### config.mk
export PLATFORM = sky130hd
export DESIGN_NAME = gpd_port
export DESIGN_NICKNAME = d
export VERILOG_FILES = /design/src/hdl/gpd_pkg.sv /design/src/hdl/gpd_port.sv
export VERILOG_INCLUDE_DIRS = /design/src /design/src/hdl
export SDC_FILE = /design/constraint.sdc
export NUM_CORES = 1
export LEC_CHECK = 0
export BUFFER_PORTS_ARGS = -buffer_cell sky130_fd_sc_hd__buf_4
export CAP_MARGIN = 20
export CORE_AREA = 3 3 118 120
export DETAILED_ROUTE_END_ITERATION = 7
export DIE_AREA = 0 0 121 123
export PLACE_DENSITY = 0.75
export SYNTH_ARGS = -nofsm -noshare
export SYNTH_HDL_FRONTEND = slang
export SYNTH_SLANG_ARGS = --single-unit
### constraint.sdc
create_clock -name sys_clk_in -period 2 [get_ports sys_clk_in]
set_input_delay 0.4 -clock sys_clk_in [delete_from_list [all_inputs] [get_ports sys_clk_in]]
set_output_delay 0.4 -clock sys_clk_in [all_outputs]
set_load 0.01 [all_outputs]
### src/hdl/gpd_defs.svh
// register indices, field positions and reset values of the gpio port data block
`ifndef GPD_DEFS_SVH
`define GPD_DEFS_SVH

// register indices; the byte address is four times the index
`define GPD_IDX_DRIVE_ENABLE       6'h00
`define GPD_IDX_DRIVE_ENABLE_SET   6'h01
`define GPD_IDX_DRIVE_ENABLE_CLEAR 6'h02
`define GPD_IDX_DRIVE_ENABLE_FLIP  6'h03
`define GPD_IDX_DRIVE_LEVEL        6'h04
`define GPD_IDX_DRIVE_LEVEL_SET    6'h05
`define GPD_IDX_DRIVE_LEVEL_CLEAR  6'h06
`define GPD_IDX_DRIVE_LEVEL_FLIP   6'h07
`define GPD_IDX_SENSED_LEVELS      6'h08
`define GPD_IDX_PIN_EVENT_FLAGS    6'h09
`define GPD_IDX_FLAG_CLEAR         6'h0A
`define GPD_IDX_FLAG_ENABLE        6'h0B
`define GPD_IDX_PER_PAD_CONTROL    6'h0C

// index field of the byte address
`define GPD_ADR_IDX_HI 7
`define GPD_ADR_IDX_LO 2

// width of one sense_select field
`define GPD_SENSE_W 3

// reset values
`define GPD_RST_BYTE        8'h00
`define GPD_RST_FLAG_ENABLE 8'hFF
`define GPD_RST_PAD_CONTROL 24'h00_0000
`define GPD_RST_OE_N        8'hFF
`define GPD_RST_BUF_EN      8'hFF

`endif

### src/hdl/gpd_pkg.sv
// types shared by the gpio port data block
package gpd_pkg;

  // sense_select codes of one pin
  typedef enum logic [2:0] {
    GPD_SENSE_FLAG_OFF  = 3'h0,
    GPD_SENSE_BOTH      = 3'h1,
    GPD_SENSE_RISE      = 3'h2,
    GPD_SENSE_FALL      = 3'h3,
    GPD_SENSE_INPUT_OFF = 3'h4,
    GPD_SENSE_LOW_LEVEL = 3'h5
  } gpd_sense_t;

  // classic wishbone request from the master
  typedef struct packed {
    logic        cyc;
    logic        stb;
    logic        we;
    logic [31:0] adr;
    logic [3:0]  sel;
    logic [31:0] dat;
  } gpd_wb_req_t;

  // pad drive group
  typedef struct packed {
    logic [7:0] level;
    logic [7:0] oe_n;
    logic [7:0] buf_en;
  } gpd_pad_drive_t;

endpackage

### src/hdl/gpd_port.sv
// eight-pin gpio port data path with wishbone register slave
//
// Contract
// - each drive_enable bit turns its pin's output driver on when set
// - drive_enable never touches the input buffer; only sense_select does
// - drive_enable_set write sets bits written one, zeros ignored
// - drive_enable_clear write clears bits written one, zeros ignored
// - drive_enable_flip write inverts bits written one, zeros ignored
// - reading any drive_enable alias returns drive_enable
// - drive_level bit sets pin level, seen only while driver enabled
// - drive_level_set write sets bits written one, zeros ignored
// - drive_level_clear write clears bits written one, zeros ignored
// - drive_level_flip write inverts bits written one, zeros ignored
// - reading any drive_level alias returns drive_level
// - sensed_levels shows each pin level while its input buffer is on
// - writing one to sensed_levels inverts the matching drive_level bit
// - with input buffer off the pin is not sampled, bit holds
// - pin event flag sets when pin matches its sense_select condition
// - writing one to an event flag clears it, zero leaves it
// - interrupt stays high while any enabled event flag is set
// - code 4 disables flag and buffer, code 0 disables flag only
`timescale 1ns/10ps
`include "gpd_defs.svh"

module gpd_port (
  // clock and reset
  input  wire logic                   sys_clk_in,
  input  wire logic                   rstn_in,
  // wishbone slave
  input  wire gpd_pkg::gpd_wb_req_t   wb_req_in,
  output logic                        wb_ack_out,
  output logic [31:0]                 wb_dat_out,
  // pads
  input  wire logic [7:0]             pad_in,
  output gpd_pkg::gpd_pad_drive_t     pad_out,
  // interrupt
  output logic                        irq_out
);

  ////////////////////////////////////////////////////////////////////////////
  // state

  logic [7:0]  drive_enable_q;
  logic [7:0]  drive_enable_d;
  logic [7:0]  drive_level_q;
  logic [7:0]  drive_level_d;
  logic [7:0]  sensed_levels_q;
  logic [7:0]  pin_event_flags_q;
  logic [7:0]  pin_event_flags_d;
  logic [7:0]  flag_enable_q;
  logic [23:0] per_pad_control_q;
  logic [7:0]  sync1_q;
  logic [7:0]  sync2_q;
  logic [7:0]  prev_q;
  logic [7:0]  buf_en;
  logic [7:0]  pin_event;
  logic [7:0]  buf_en_q;
  logic [7:0]  oe_n_q;
  logic        ack_q;
  logic [31:0] rdata_q;
  logic        irq_q;

  ////////////////////////////////////////////////////////////////////////////
  // bus decode

  logic       take;
  logic       wr;
  logic       wr0;
  logic [5:0] idx;
  logic [7:0] wbyte;

  assign take  = wb_req_in.cyc & wb_req_in.stb & ~ack_q;
  assign wr    = take & wb_req_in.we;
  assign wr0   = wr & wb_req_in.sel[0];
  assign idx   = wb_req_in.adr[`GPD_ADR_IDX_HI:`GPD_ADR_IDX_LO];
  assign wbyte = wb_req_in.dat[7:0];

  always_ff @(posedge sys_clk_in) begin
    if (!rstn_in) begin
      ack_q <= 1'b0;
    end else begin
      ack_q <= take;
    end
  end

  always_ff @(posedge sys_clk_in) begin
    if (!rstn_in) begin
      rdata_q <= 32'h0000_0000;
    end else if (take && !wb_req_in.we) begin
      unique case (idx)
        `GPD_IDX_DRIVE_ENABLE, `GPD_IDX_DRIVE_ENABLE_SET,
        `GPD_IDX_DRIVE_ENABLE_CLEAR, `GPD_IDX_DRIVE_ENABLE_FLIP: begin
          rdata_q <= {24'h00_0000, drive_enable_q};
        end
        `GPD_IDX_DRIVE_LEVEL, `GPD_IDX_DRIVE_LEVEL_SET,
        `GPD_IDX_DRIVE_LEVEL_CLEAR, `GPD_IDX_DRIVE_LEVEL_FLIP: begin
          rdata_q <= {24'h00_0000, drive_level_q};
        end
        `GPD_IDX_SENSED_LEVELS:   rdata_q <= {24'h00_0000, sensed_levels_q};
        `GPD_IDX_PIN_EVENT_FLAGS: rdata_q <= {24'h00_0000, pin_event_flags_q};
        `GPD_IDX_FLAG_ENABLE:     rdata_q <= {24'h00_0000, flag_enable_q};
        `GPD_IDX_PER_PAD_CONTROL: rdata_q <= {8'h00, per_pad_control_q};
        default:                  rdata_q <= 32'h0000_0000;
      endcase
    end
  end

  ////////////////////////////////////////////////////////////////////////////
  // drive enable

  always_comb begin
    drive_enable_d = drive_enable_q;
    if (wr0) begin
      unique case (idx)
        `GPD_IDX_DRIVE_ENABLE:       drive_enable_d = wbyte;
        `GPD_IDX_DRIVE_ENABLE_SET:   drive_enable_d = drive_enable_q | wbyte;
        `GPD_IDX_DRIVE_ENABLE_CLEAR: drive_enable_d = drive_enable_q & ~wbyte;
        `GPD_IDX_DRIVE_ENABLE_FLIP:  drive_enable_d = drive_enable_q ^ wbyte;
        default:                     drive_enable_d = drive_enable_q;
      endcase
    end
  end

  always_ff @(posedge sys_clk_in) begin
    if (!rstn_in) begin
      drive_enable_q <= `GPD_RST_BYTE;
      oe_n_q         <= `GPD_RST_OE_N;
    end else begin
      drive_enable_q <= drive_enable_d;
      oe_n_q         <= ~drive_enable_d;
    end
  end

  ////////////////////////////////////////////////////////////////////////////
  // drive level

  always_comb begin
    drive_level_d = drive_level_q;
    if (wr0) begin
      unique case (idx)
        `GPD_IDX_DRIVE_LEVEL:       drive_level_d = wbyte;
        `GPD_IDX_DRIVE_LEVEL_SET:   drive_level_d = drive_level_q | wbyte;
        `GPD_IDX_DRIVE_LEVEL_CLEAR: drive_level_d = drive_level_q & ~wbyte;
        `GPD_IDX_DRIVE_LEVEL_FLIP:  drive_level_d = drive_level_q ^ wbyte;
        `GPD_IDX_SENSED_LEVELS:     drive_level_d = drive_level_q ^ wbyte;
        default:                    drive_level_d = drive_level_q;
      endcase
    end
  end

  // level is presented always; the pad only shows it while oe_n is low
  always_ff @(posedge sys_clk_in) begin
    if (!rstn_in) begin
      drive_level_q <= `GPD_RST_BYTE;
    end else begin
      drive_level_q <= drive_level_d;
    end
  end

  ////////////////////////////////////////////////////////////////////////////
  // control registers

  always_ff @(posedge sys_clk_in) begin
    if (!rstn_in) begin
      per_pad_control_q <= `GPD_RST_PAD_CONTROL;
    end else if (wr && idx == `GPD_IDX_PER_PAD_CONTROL) begin
      if (wb_req_in.sel[0]) per_pad_control_q[7:0]   <= wb_req_in.dat[7:0];
      if (wb_req_in.sel[1]) per_pad_control_q[15:8]  <= wb_req_in.dat[15:8];
      if (wb_req_in.sel[2]) per_pad_control_q[23:16] <= wb_req_in.dat[23:16];
    end
  end

  always_ff @(posedge sys_clk_in) begin
    if (!rstn_in) begin
      flag_enable_q <= `GPD_RST_FLAG_ENABLE;
    end else if (wr0 && idx == `GPD_IDX_FLAG_ENABLE) begin
      flag_enable_q <= wbyte;
    end
  end

  ////////////////////////////////////////////////////////////////////////////
  // pin sampling and event detection

  always_ff @(posedge sys_clk_in) begin
    if (!rstn_in) begin
      sync1_q <= 8'h00;
      sync2_q <= 8'h00;
    end else begin
      sync1_q <= pad_in;
      sync2_q <= sync1_q;
    end
  end

  for (genvar i = 0; i < 8; i++) begin : g_pin
    gpd_pkg::gpd_sense_t sense;
    assign sense = gpd_pkg::gpd_sense_t'(per_pad_control_q[i*`GPD_SENSE_W +: `GPD_SENSE_W]);
    // input buffer depends on sense_select alone, never on drive_enable
    assign buf_en[i] = (sense != gpd_pkg::GPD_SENSE_INPUT_OFF);

    always_comb begin
      pin_event[i] = 1'b0;
      if (buf_en[i]) begin
        unique case (sense)
          gpd_pkg::GPD_SENSE_BOTH:      pin_event[i] = sync2_q[i] ^ prev_q[i];
          gpd_pkg::GPD_SENSE_RISE:      pin_event[i] = sync2_q[i] & ~prev_q[i];
          gpd_pkg::GPD_SENSE_FALL:      pin_event[i] = ~sync2_q[i] & prev_q[i];
          gpd_pkg::GPD_SENSE_LOW_LEVEL: pin_event[i] = ~sync2_q[i];
          default:                      pin_event[i] = 1'b0;
        endcase
      end
    end

    always_ff @(posedge sys_clk_in) begin
      if (!rstn_in) begin
        sensed_levels_q[i] <= 1'b0;
        prev_q[i]          <= 1'b0;
      end else if (buf_en[i]) begin
        sensed_levels_q[i] <= sync2_q[i];
        prev_q[i]          <= sync2_q[i];
      end
      // buffer off: sample nothing, hold both the bit and the edge history
    end
  end

  ////////////////////////////////////////////////////////////////////////////
  // event flags and interrupt

  logic [7:0] flag_clr;

  always_comb begin
    flag_clr = 8'h00;
    if (wr0 && (idx == `GPD_IDX_PIN_EVENT_FLAGS || idx == `GPD_IDX_FLAG_CLEAR)) begin
      flag_clr = wbyte;
    end
    // a new event in the clearing cycle wins
    pin_event_flags_d = (pin_event_flags_q & ~flag_clr) | pin_event;
  end

  always_ff @(posedge sys_clk_in) begin
    if (!rstn_in) begin
      pin_event_flags_q <= `GPD_RST_BYTE;
      irq_q             <= 1'b0;
    end else begin
      pin_event_flags_q <= pin_event_flags_d;
      irq_q             <= |(pin_event_flags_d & flag_enable_q);
    end
  end

  always_ff @(posedge sys_clk_in) begin
    if (!rstn_in) begin
      buf_en_q <= `GPD_RST_BUF_EN;
    end else begin
      buf_en_q <= buf_en;
    end
  end

  ////////////////////////////////////////////////////////////////////////////
  // outputs

  assign wb_ack_out     = ack_q;
  assign wb_dat_out     = rdata_q;
  assign pad_out.level  = drive_level_q;
  assign pad_out.oe_n   = oe_n_q;
  assign pad_out.buf_en = buf_en_q;
  assign irq_out        = irq_q;

endmodule

Word level (Yosys, flattened, before mapping)
Index checks and enable logic that the tools add are counted.
W data, S select, Z words.
- equal/unequal tests: 52
- bitwise operators: 57
- reductions and logical operators: 16
- multiplexer cells: 21
- operators with widths (kind ; count):
    $pmux W24 S6 ; 1
    $pmux W8 S4 ; 2
    $eq A3 B2 Y1 const B ; 16
    $and A8 B8 Y8 ; 4
    $pmux W1 S4 ; 8
    $eq A6 B4 Y1 const B ; 5
    $eq A3 B1 Y1 const B ; 8
    $eq A3 B3 Y1 const B ; 8
    $eq A6 B3 Y1 const B ; 4
    $ne A3 B3 Y1 const B ; 8
    $not A8 Y8 ; 3
    $or A8 B8 Y8 ; 3
    $and A1 B1 Y1 ; 20
    $not A1 Y1 ; 17
    $mux W8 ; 2
    $xor A8 B8 Y8 ; 2
    $eq A6 B2 Y1 const B ; 2
    $mux W1 ; 8
    $reduce_and A2 Y1 ; 4
    $reduce_or A4 Y1 ; 2
    $reduce_or A8 Y1 ; 1
    $xor A1 B1 Y1 ; 8
    $eq A6 B1 Y1 const B ; 1
    $logic_not A6 Y1 ; 1
    5 further kinds ; 8
- register bits: 130
- logic and storage cells: 168
- output and inout bits: 58

Depth between registers and ports, before layout
Gate-level depths: netlist of the first run.
- word-level depth: 11
- gate-level depth with buffers: 10
- mapped depth without buffers: 8

Worst setup path before layout of the first run
No wires, ideal clock.
- path kind: input port to flip-flop
- from: input wb_req_in[38] in the netlist's numbering
- to: register per_pad_control_q[10]
- cell stages on the path: 7
- arrival time: 1.865 ns
- setup slack: 0.017 ns
- setup time: 0.118 ns
- required time: 1.882 ns
- path through: clkbuf_1 -> nor2_1 -> and4_1 -> clkbuf_1 -> nand4_1 -> mux2i_1 -> nor2b_1
- word-level cells in the longest chain between the ends: 3
- ends and longest elaborated chain (element ; line ; RTL):
    start, declared ; gpd_port.sv:30 ; input wire gpd_pkg::gpd_wb_req_t wb_req_in,
    $eq A6 B4 Y1 ; -- ;
    $logic_and A1 B1 Y1 (no source line) ; -- ;
    $reduce_and A2 Y1 (no source line) ; -- ;
    end signal, assigned ; gpd_port.sv:165 ; per_pad_control_q <= `GPD_RST_PAD_CONTROL;
    end signal, assigned ; gpd_port.sv:168 ; if (wb_req_in.sel[1]) per_pad_control_q[15:8] <= wb_req_in.dat[15:8];
    end, declared ; gpd_port.sv:51 ; logic [23:0] per_pad_control_q;
Every way passes these cells.
A chain may end at the register's enable or synchronous reset.

Worst setup path after layout of the first run
- from: register prev_q[6]
- to: register irq_q, in the netlist irq_out
- word-level cells in the longest chain between the ends: 7
- elaborated cells on any way between the ends: 9
- classes of those cells: 2 x mux; 6 x bitwise; 1 x reduce/logical
- ends and longest elaborated chain (element ; line ; RTL):
    start, declared ; gpd_port.sv:54 ; logic [7:0] prev_q;
    start signal, assigned by index ; gpd_port.sv:219 ; prev_q[i] <= sync2_q[i];
    $not A1 Y1 ; gpd_port.sv:205 ; gpd_pkg::GPD_SENSE_RISE: pin_event[i] = sync2_q[i] & ~prev_q[i];
    $and A1 B1 Y1 ; gpd_port.sv:205 ;
    $pmux W1 S4 * ; gpd_port.sv:203 ; unique case (sense)
    $mux W1 * ; gpd_port.sv:202 ; if (buf_en[i]) begin
    $or A8 B8 Y8 * ; gpd_port.sv:236 ; pin_event_flags_d = (pin_event_flags_q & ~flag_clr) | pin_event;
    $and A8 B8 Y8 * ; gpd_port.sv:245 ; irq_q <= |(pin_event_flags_d & flag_enable_q);
    $reduce_or A8 Y1 * ; gpd_port.sv:245 ;
    end signal, assigned ; gpd_port.sv:245 ;
    end, declared ; gpd_port.sv:61 ; logic irq_q;
Every way passes the cells marked *; elsewhere a longest branch is shown, timed or not.

==> results of run 1 <==
worst max-delay path, cell delays in order, from the launching register on:
cell and delay, ps:
dfxtp_2 310, buf_4 120, buf_4 140, ha_1 160, nor2b_1 120, o21ai_1 130, a222oi_1 130, buf_4 170
a22oi_2 190, nand3_1 90, o31a_1 290
path summary, 6_finish.rpt:
kind                          startpoint                     to  slack (ps)
setup / recovery  prev_q[6]$_SDFFE_PN0P_     irq_out$_SDFF_PN0_          20
hold / removal                 pad_in[3]  sync1_q[3]$_SDFF_PN0_         190
setup reg to reg  prev_q[6]$_SDFFE_PN0P_     irq_out$_SDFF_PN0_          20
hold reg to reg    sync1_q[1]$_SDFF_PN0_  sync2_q[1]$_SDFF_PN0_         430
power breakdown:
| part | switching, mW | internal, mW |
|---|---|---|
| clock network | 1.07 | 1.88 |
| logic | 0.233 | 0.199 |
| registers | 0.0141 | 2.46 |
repair_timing:
action,CTS,global route
gates cloned,0,0
hold buffers,0,0
pin swaps,3,1
buffers inserted,1,0
setup endpoints to repair,1,3
gates resized for setup,4,5
hold endpoints to repair,0,0
cell type report:
class                   instances  area [um2]  share of cell area, %
multi-input cells             500        3490                   43.2
flip-flops and latches        122        2450                   30.3
repair buffers                146        1130                   14.0
clock buffers                  23         468                   5.79
inverters                      60         225                   2.79
well taps                     176         220                   2.73
clock inverters                 7        93.8                   1.16
stage by stage:
stage | power, mW | setup slack (ps) | cell area [um2]
final | 5.85 | 23.4 | 8080
after CTS | 5.88 | 0.774 | 8070
after detailed placement | 2.94 | -139 | 7490
after global placement | 2.92 | -94.1 | 7490
after floorplan | 2.76 | 17.2 | 6360
after global routing | 6.03 | -68.4 | 8080
cell usage after synthesis, drive strengths merged (7+ instances only):
cell / count
a222oi: 9
ha: 48
a22o: 8
mux2i: 18
a21boi: 13
a22oi: 27
mux2: 12
nand2: 58
o211ai: 18
nor2b: 60
inv: 60
and2: 26
nor2: 29
a21oi: 24
nand3: 23
a2111oi: 7
a31oi: 7
nand2b: 9
o21ai: 44
dfxtp: 122
clkbuf: 30
buf: 19
cells by family after synthesis:
family / Yosys count / share of synthesized area [%]
xor gates and xnor gates: 1 / 0.138
other: 1 / 0.0592
buffers and inverters: 109 / 7.09
adders and majority gates: 48 / 9.48
muxes: 30 / 4.98
and+or+nand+nor: 233 / 20.0
DFF: 122 / 38.5
AOI/OAI and AO/OA: 180 / 19.7
layer usage:
layer / vias up / track usage [%]
met5: - / 0
met1: 2762 / 31.0
met4: 0 / 6.73
met2: 209 / 39.3
li1: 2770 / -
met3: 19 / 5.35
==> impl_metrics.py, run 1 <==
metrics = {
    "worst_setup_path": {
        "crit_fanout": 3,
        "reg2regPathDepth": 10,
        "cp_data_required_time_ps": 2290,
        "worstPathArrival_ps": 2270,
        "path_class": "reg -> reg",
        "crit_path_end_kind": "register",
        "start_kind": "register",
    },
    "sta": {
        "finalCritPeriodShare_pct": 98.8,
        "hold_viol": 0,
        "setup_violations": 0,
        "worstMarginPinSlew_ps": 854,
        "clock.fmax_mhz": 506,
        "slew_violations": 0,
        "maxSlewHeadroom_pct": 42.6,
        "grt_setup_unrepaired": "true",
        "holdWs_ps": 186,
        "min_period_ps": 1980,
        "fin_worst_skew_ps": 12.3,
        "setup_tns_ps": 0,
    },
    "die": {
        "initial_utilization_pct": 48.4,
        "die_x_um": 121,
        "core.rowCount": 42,
        "coreArea_um2": 13100,
        "die_h_um": 123,
        "die_area_um2": 14900,
        "io_pins": 139,
    },
    "cells_and_area": {
        "synthToLayoutAreaGrowth_pct": 27.4,
        "most-common-layout-cells": "143 x buf_4, 119 x dfxtp_1, 60 x inv_1, 60 x nor2b_1, 58 x nand2_1",
        "nNetsFinal": 976,
        "fin_util_pct": 61.7,
        "drive_above_1_share_pct": 22.8,
        "layout_commonest_cell": "buf_4",
        "nFillCells": 1104,
        "n_antenna_cell": 0,
        "final_cells": 1034,
    },
    "yosys": {
        "yosysSeqAreaShare_pct": 38.5,
        "async_flop_share_pct": 0,
        "synthTopCellsByArea": "dfxtp_1 39%, ha_1 9.5%, nor2b_1 5.9%, inv_1 3.6%, nand2_1 3.4%",
        "synth-main-ff-cell": "dfxtp_1",
        "yosysWarnings": 0,
        "synth_top_area_cell": "dfxtp_1",
        "synth-seq-cells": 122,
        "synth-edff-count": 0,
        "yosysTopAreaCellShare_pct": 38.5,
        "synthCells": 724,
        "syn_avg_cell_area_um2": 8.75,
        "yosysUniqueCellTypes": 55,
        "synth_area_um2": 6340,
    },
    "run_status": {
        "status": "complete, no violations",
    },
    "routing": {
        "dr_wl_met3_um": 1210,
        "routed.top_layer": "met4",
        "via_count": 5760,
        "totalWireLength_um": 17400,
        "wire_per_inst_um": 16.8,
        "drt-met1-wl_um": 7610,
        "wl_met2_um": 8360,
        "dr.pass1.iters": 6,
        "drt_iter0_markers": 549,
        "drt.antenna.violating_nets": 0,
        "drcViolationCount": 0,
        "viasPerCell": 5.57,
    },
    "grt": {
        "grt_pass1_vias": 5480,
        "overflow": 0,
        "grt_pass1_wl_um": 27700,
        "track_usage_pct": 23.7,
        "grt_max_degree": 109,
        "antenna_found_initial": 0,
    },
    "clock_tree": {
        "clk_latency_ps": 420,
        "clk_pin_slew_ps": 60,
        "cts_max_level": 4,
        "cts_root_buf": "clkbuf_16",
        "numCtsBuffers": 17,
        "cts_max_path_buffers": 2,
        "tritoncts": "yes",
        "clock_sink_count": 122,
    },
    "min_path": {
        "holdPathStages": 2,
        "hold_class": "in -> reg",
    },
    "placed_design": {
        "port_buffers": 95,
        "dp_hpwl_um": 12500,
        "gp_congestion": 0.877,
        "placedCellCount": 1003,
    },
    "pwr": {
        "p_leak_nw": 3.43,
        "p_per_area_nw_per_um2": 724,
        "max-vdd-ir-drop_v": 0.000454,
    },
    "flow_run": {
        "maxCapViolations": 0,
    },
}
Note: power is estimated with default switching activity, not from simulation.
==> run 2: changes to the inputs <==
Settings changed: SETUP_SLACK_MARGIN from default to 0.1.
==> run 2 against run 1 <==
  * The run now ends with DRC left
  * Design area up 1.6%
  * Power up 1.4%
  * Sequential share of layout area down 0.47 points
  * Combinational power up 3%
  * Fmax up 3.9%
  * Flip-flop and latch count unchanged
  * Final cell count up 0.68%
  * Via count up 0.43%
  * Setup slack better by 74 ps
  * Core utilization up 0.97 points
==> impl_metrics.py, run 2 (synthesis gave the netlist of run 1 again) <==
metrics = {
    "worst_setup_path": {
        "crit_slowest_cell": "and3b_1",
        "worstPathArrival_ps": 2210,
        "crit_fanout": 10,
        "cpLargestDelayFamily": "compound AO/OA/AOI/OAI gates",
        "path_buf_inv": 1,
        "start_kind": "register",
        "slowest_delay_ps": 310,
        "path_class": "reg -> reg",
        "crit_path_end_kind": "register",
        "crit_chain": "and3b_1 > and4b_1 > buf_4 > a21oi_1 > a31oi_1 > o211ai_1 > o31a_1",
        "cp_data_required_time_ps": 2310,
    },
    "sta": {
        "finalCritPeriodShare_pct": 95.1,
        "maxSlewHeadroom_pct": 38.2,
        "clock.fmax_mhz": 526,
        "holdWs_ps": 181,
        "setup_slack_ps": 97.5,
        "grt_setup_unrepaired": "true",
        "slew_violations": 0,
        "min_period_ps": 1900,
        "setup_tns_ps": 0,
        "setup_violations": 0,
        "hold_viol": 0,
        "fin_worst_skew_ps": 6.62,
        "worstMarginPinSlew_ps": 920,
    },
    "placed_design": {
        "port_buffers": 95,
        "placed_area_um2": 7570,
        "dp_hpwl_um": 12600,
        "gp_congestion": 0.918,
        "placedCellCount": 1009,
        "pre_cts_slack_ps": -121,
    },
    "pwr": {
        "swShare_pct": 22.8,
        "fin_total_pwr_mw": 5.93,
        "max-vdd-ir-drop_v": 0.000574,
        "pwr-share-seq_pct": 41.6,
        "netSwitchingPower_mw": 1.35,
        "combPwrFrac_pct": 7.5,
        "p_clk_share_pct": 50.8,
        "p_per_area_nw_per_um2": 723,
        "p_leak_nw": 3.49,
        "p_int_mw": 4.58,
    },
    "clock_tree": {
        "tritoncts": "yes",
        "clock_sink_count": 122,
        "cts_root_buf": "clkbuf_16",
        "clk_pin_slew_ps": 60,
        "clk_latency_ps": 420,
        "cts_max_level": 4,
        "numCtsBuffers": 17,
        "cts_max_path_buffers": 2,
    },
    "grt": {
        "overflow": 0,
        "track_usage_pct": 24.2,
        "grt_pass1_vias": 5731,
        "grt_pass1_wl_um": 28800,
        "grt_max_degree": 109,
        "antenna_found_initial": 0,
    },
    "cells_and_area": {
        "synthToLayoutAreaGrowth_pct": 29.4,
        "final_cells": 1041,
        "fin_area_um2": 8200,
        "fin_util_pct": 62.7,
        "layout_commonest_cell": "buf_4",
        "drive_above_1_share_pct": 24.4,
        "n_antenna_cell": 0,
        "nNetsFinal": 982,
        "most-common-layout-cells": "148 x buf_4, 119 x dfxtp_1, 60 x nor2b_1",
    },
    "die": {
        "io_pins": 139,
        "die_h_um": 123,
        "die_area_um2": 14900,
        "coreArea_um2": 13100,
        "initial_utilization_pct": 48.4,
        "die_x_um": 121,
        "core.rowCount": 42,
    },
    "routing": {
        "drt.antenna.violating_nets": 0,
        "wire_per_inst_um": 16.8,
        "drcViolationCount": 1,
        "via_count": 5785,
        "viasPerCell": 5.56,
        "dr.pass1.iters": 8,
        "drt_iter0_markers": 780,
        "totalWireLength_um": 17500,
    },
    "run_status": {
        "status": "complete, but fails checks",
        "violations": "DRC",
    },
    "min_path": {
        "hold_class": "in -> reg",
    },
    "flow_run": {
        "maxCapViolations": 0,
    },
}
==> run 2: path summary, 6_finish.rpt <==
check / to / start / slack [ps] / cells after the start
worst min-delay path: sync1_q[6]$_SDFF_PN0_ / pad_in[6] / 180 / 2
worst max-delay path: irq_out$_SDFF_PN0_ / wb_ack_out$_SDFF_PN0_ / 100 / 7
worst min register to register: sync2_q[4]$_SDFF_PN0_ / sync1_q[4]$_SDFF_PN0_ / 430 / 1
worst max register to register: irq_out$_SDFF_PN0_ / wb_ack_out$_SDFF_PN0_ / 100 / 7
==> run 2: power by group through the flow <==
stage / clock [mW] / sequential, mW / combinational [mW]
global placement: 0 / 2.52 / 0.413
detailed placement: 0 / 2.52 / 0.433
finish: 3.02 / 2.47 / 0.446
CTS: 3.08 / 2.47 / 0.439
floorplan: 0 / 2.52 / 0.244
global route: 3.18 / 2.47 / 0.488
==> run 2: layer usage <==
| layer | part of all wire (%) | global-route usage [%] |
|---|---|---|
| met1 | 43 | 31.1 |
| met2 | 49 | 41.0 |
| met3 | 6.6 | 5.17 |
| met4 | 1.8 | 7.65 |
| met5 | 0 | 0 |
==> run 2: what timing repair did <==
item / in CTS / in global routing
setup buffers: 1 / 0
endpoints found under the setup margin: 2 / 7
gates resized for setup: 8 / 8
pin swaps: 4 / 0
hold buffers: 0 / 0
==> run 2: final cells by class <==
class	instances	area, um2
Clock inverter	11	120
Inverter	60	225
Multi-Input combinational cell	500	3530
Timing Repair Buffer	152	1190
Tap cell	176	220
Fill cell	1092	4880
Clock buffer	20	467
Sequential cell	122	2450
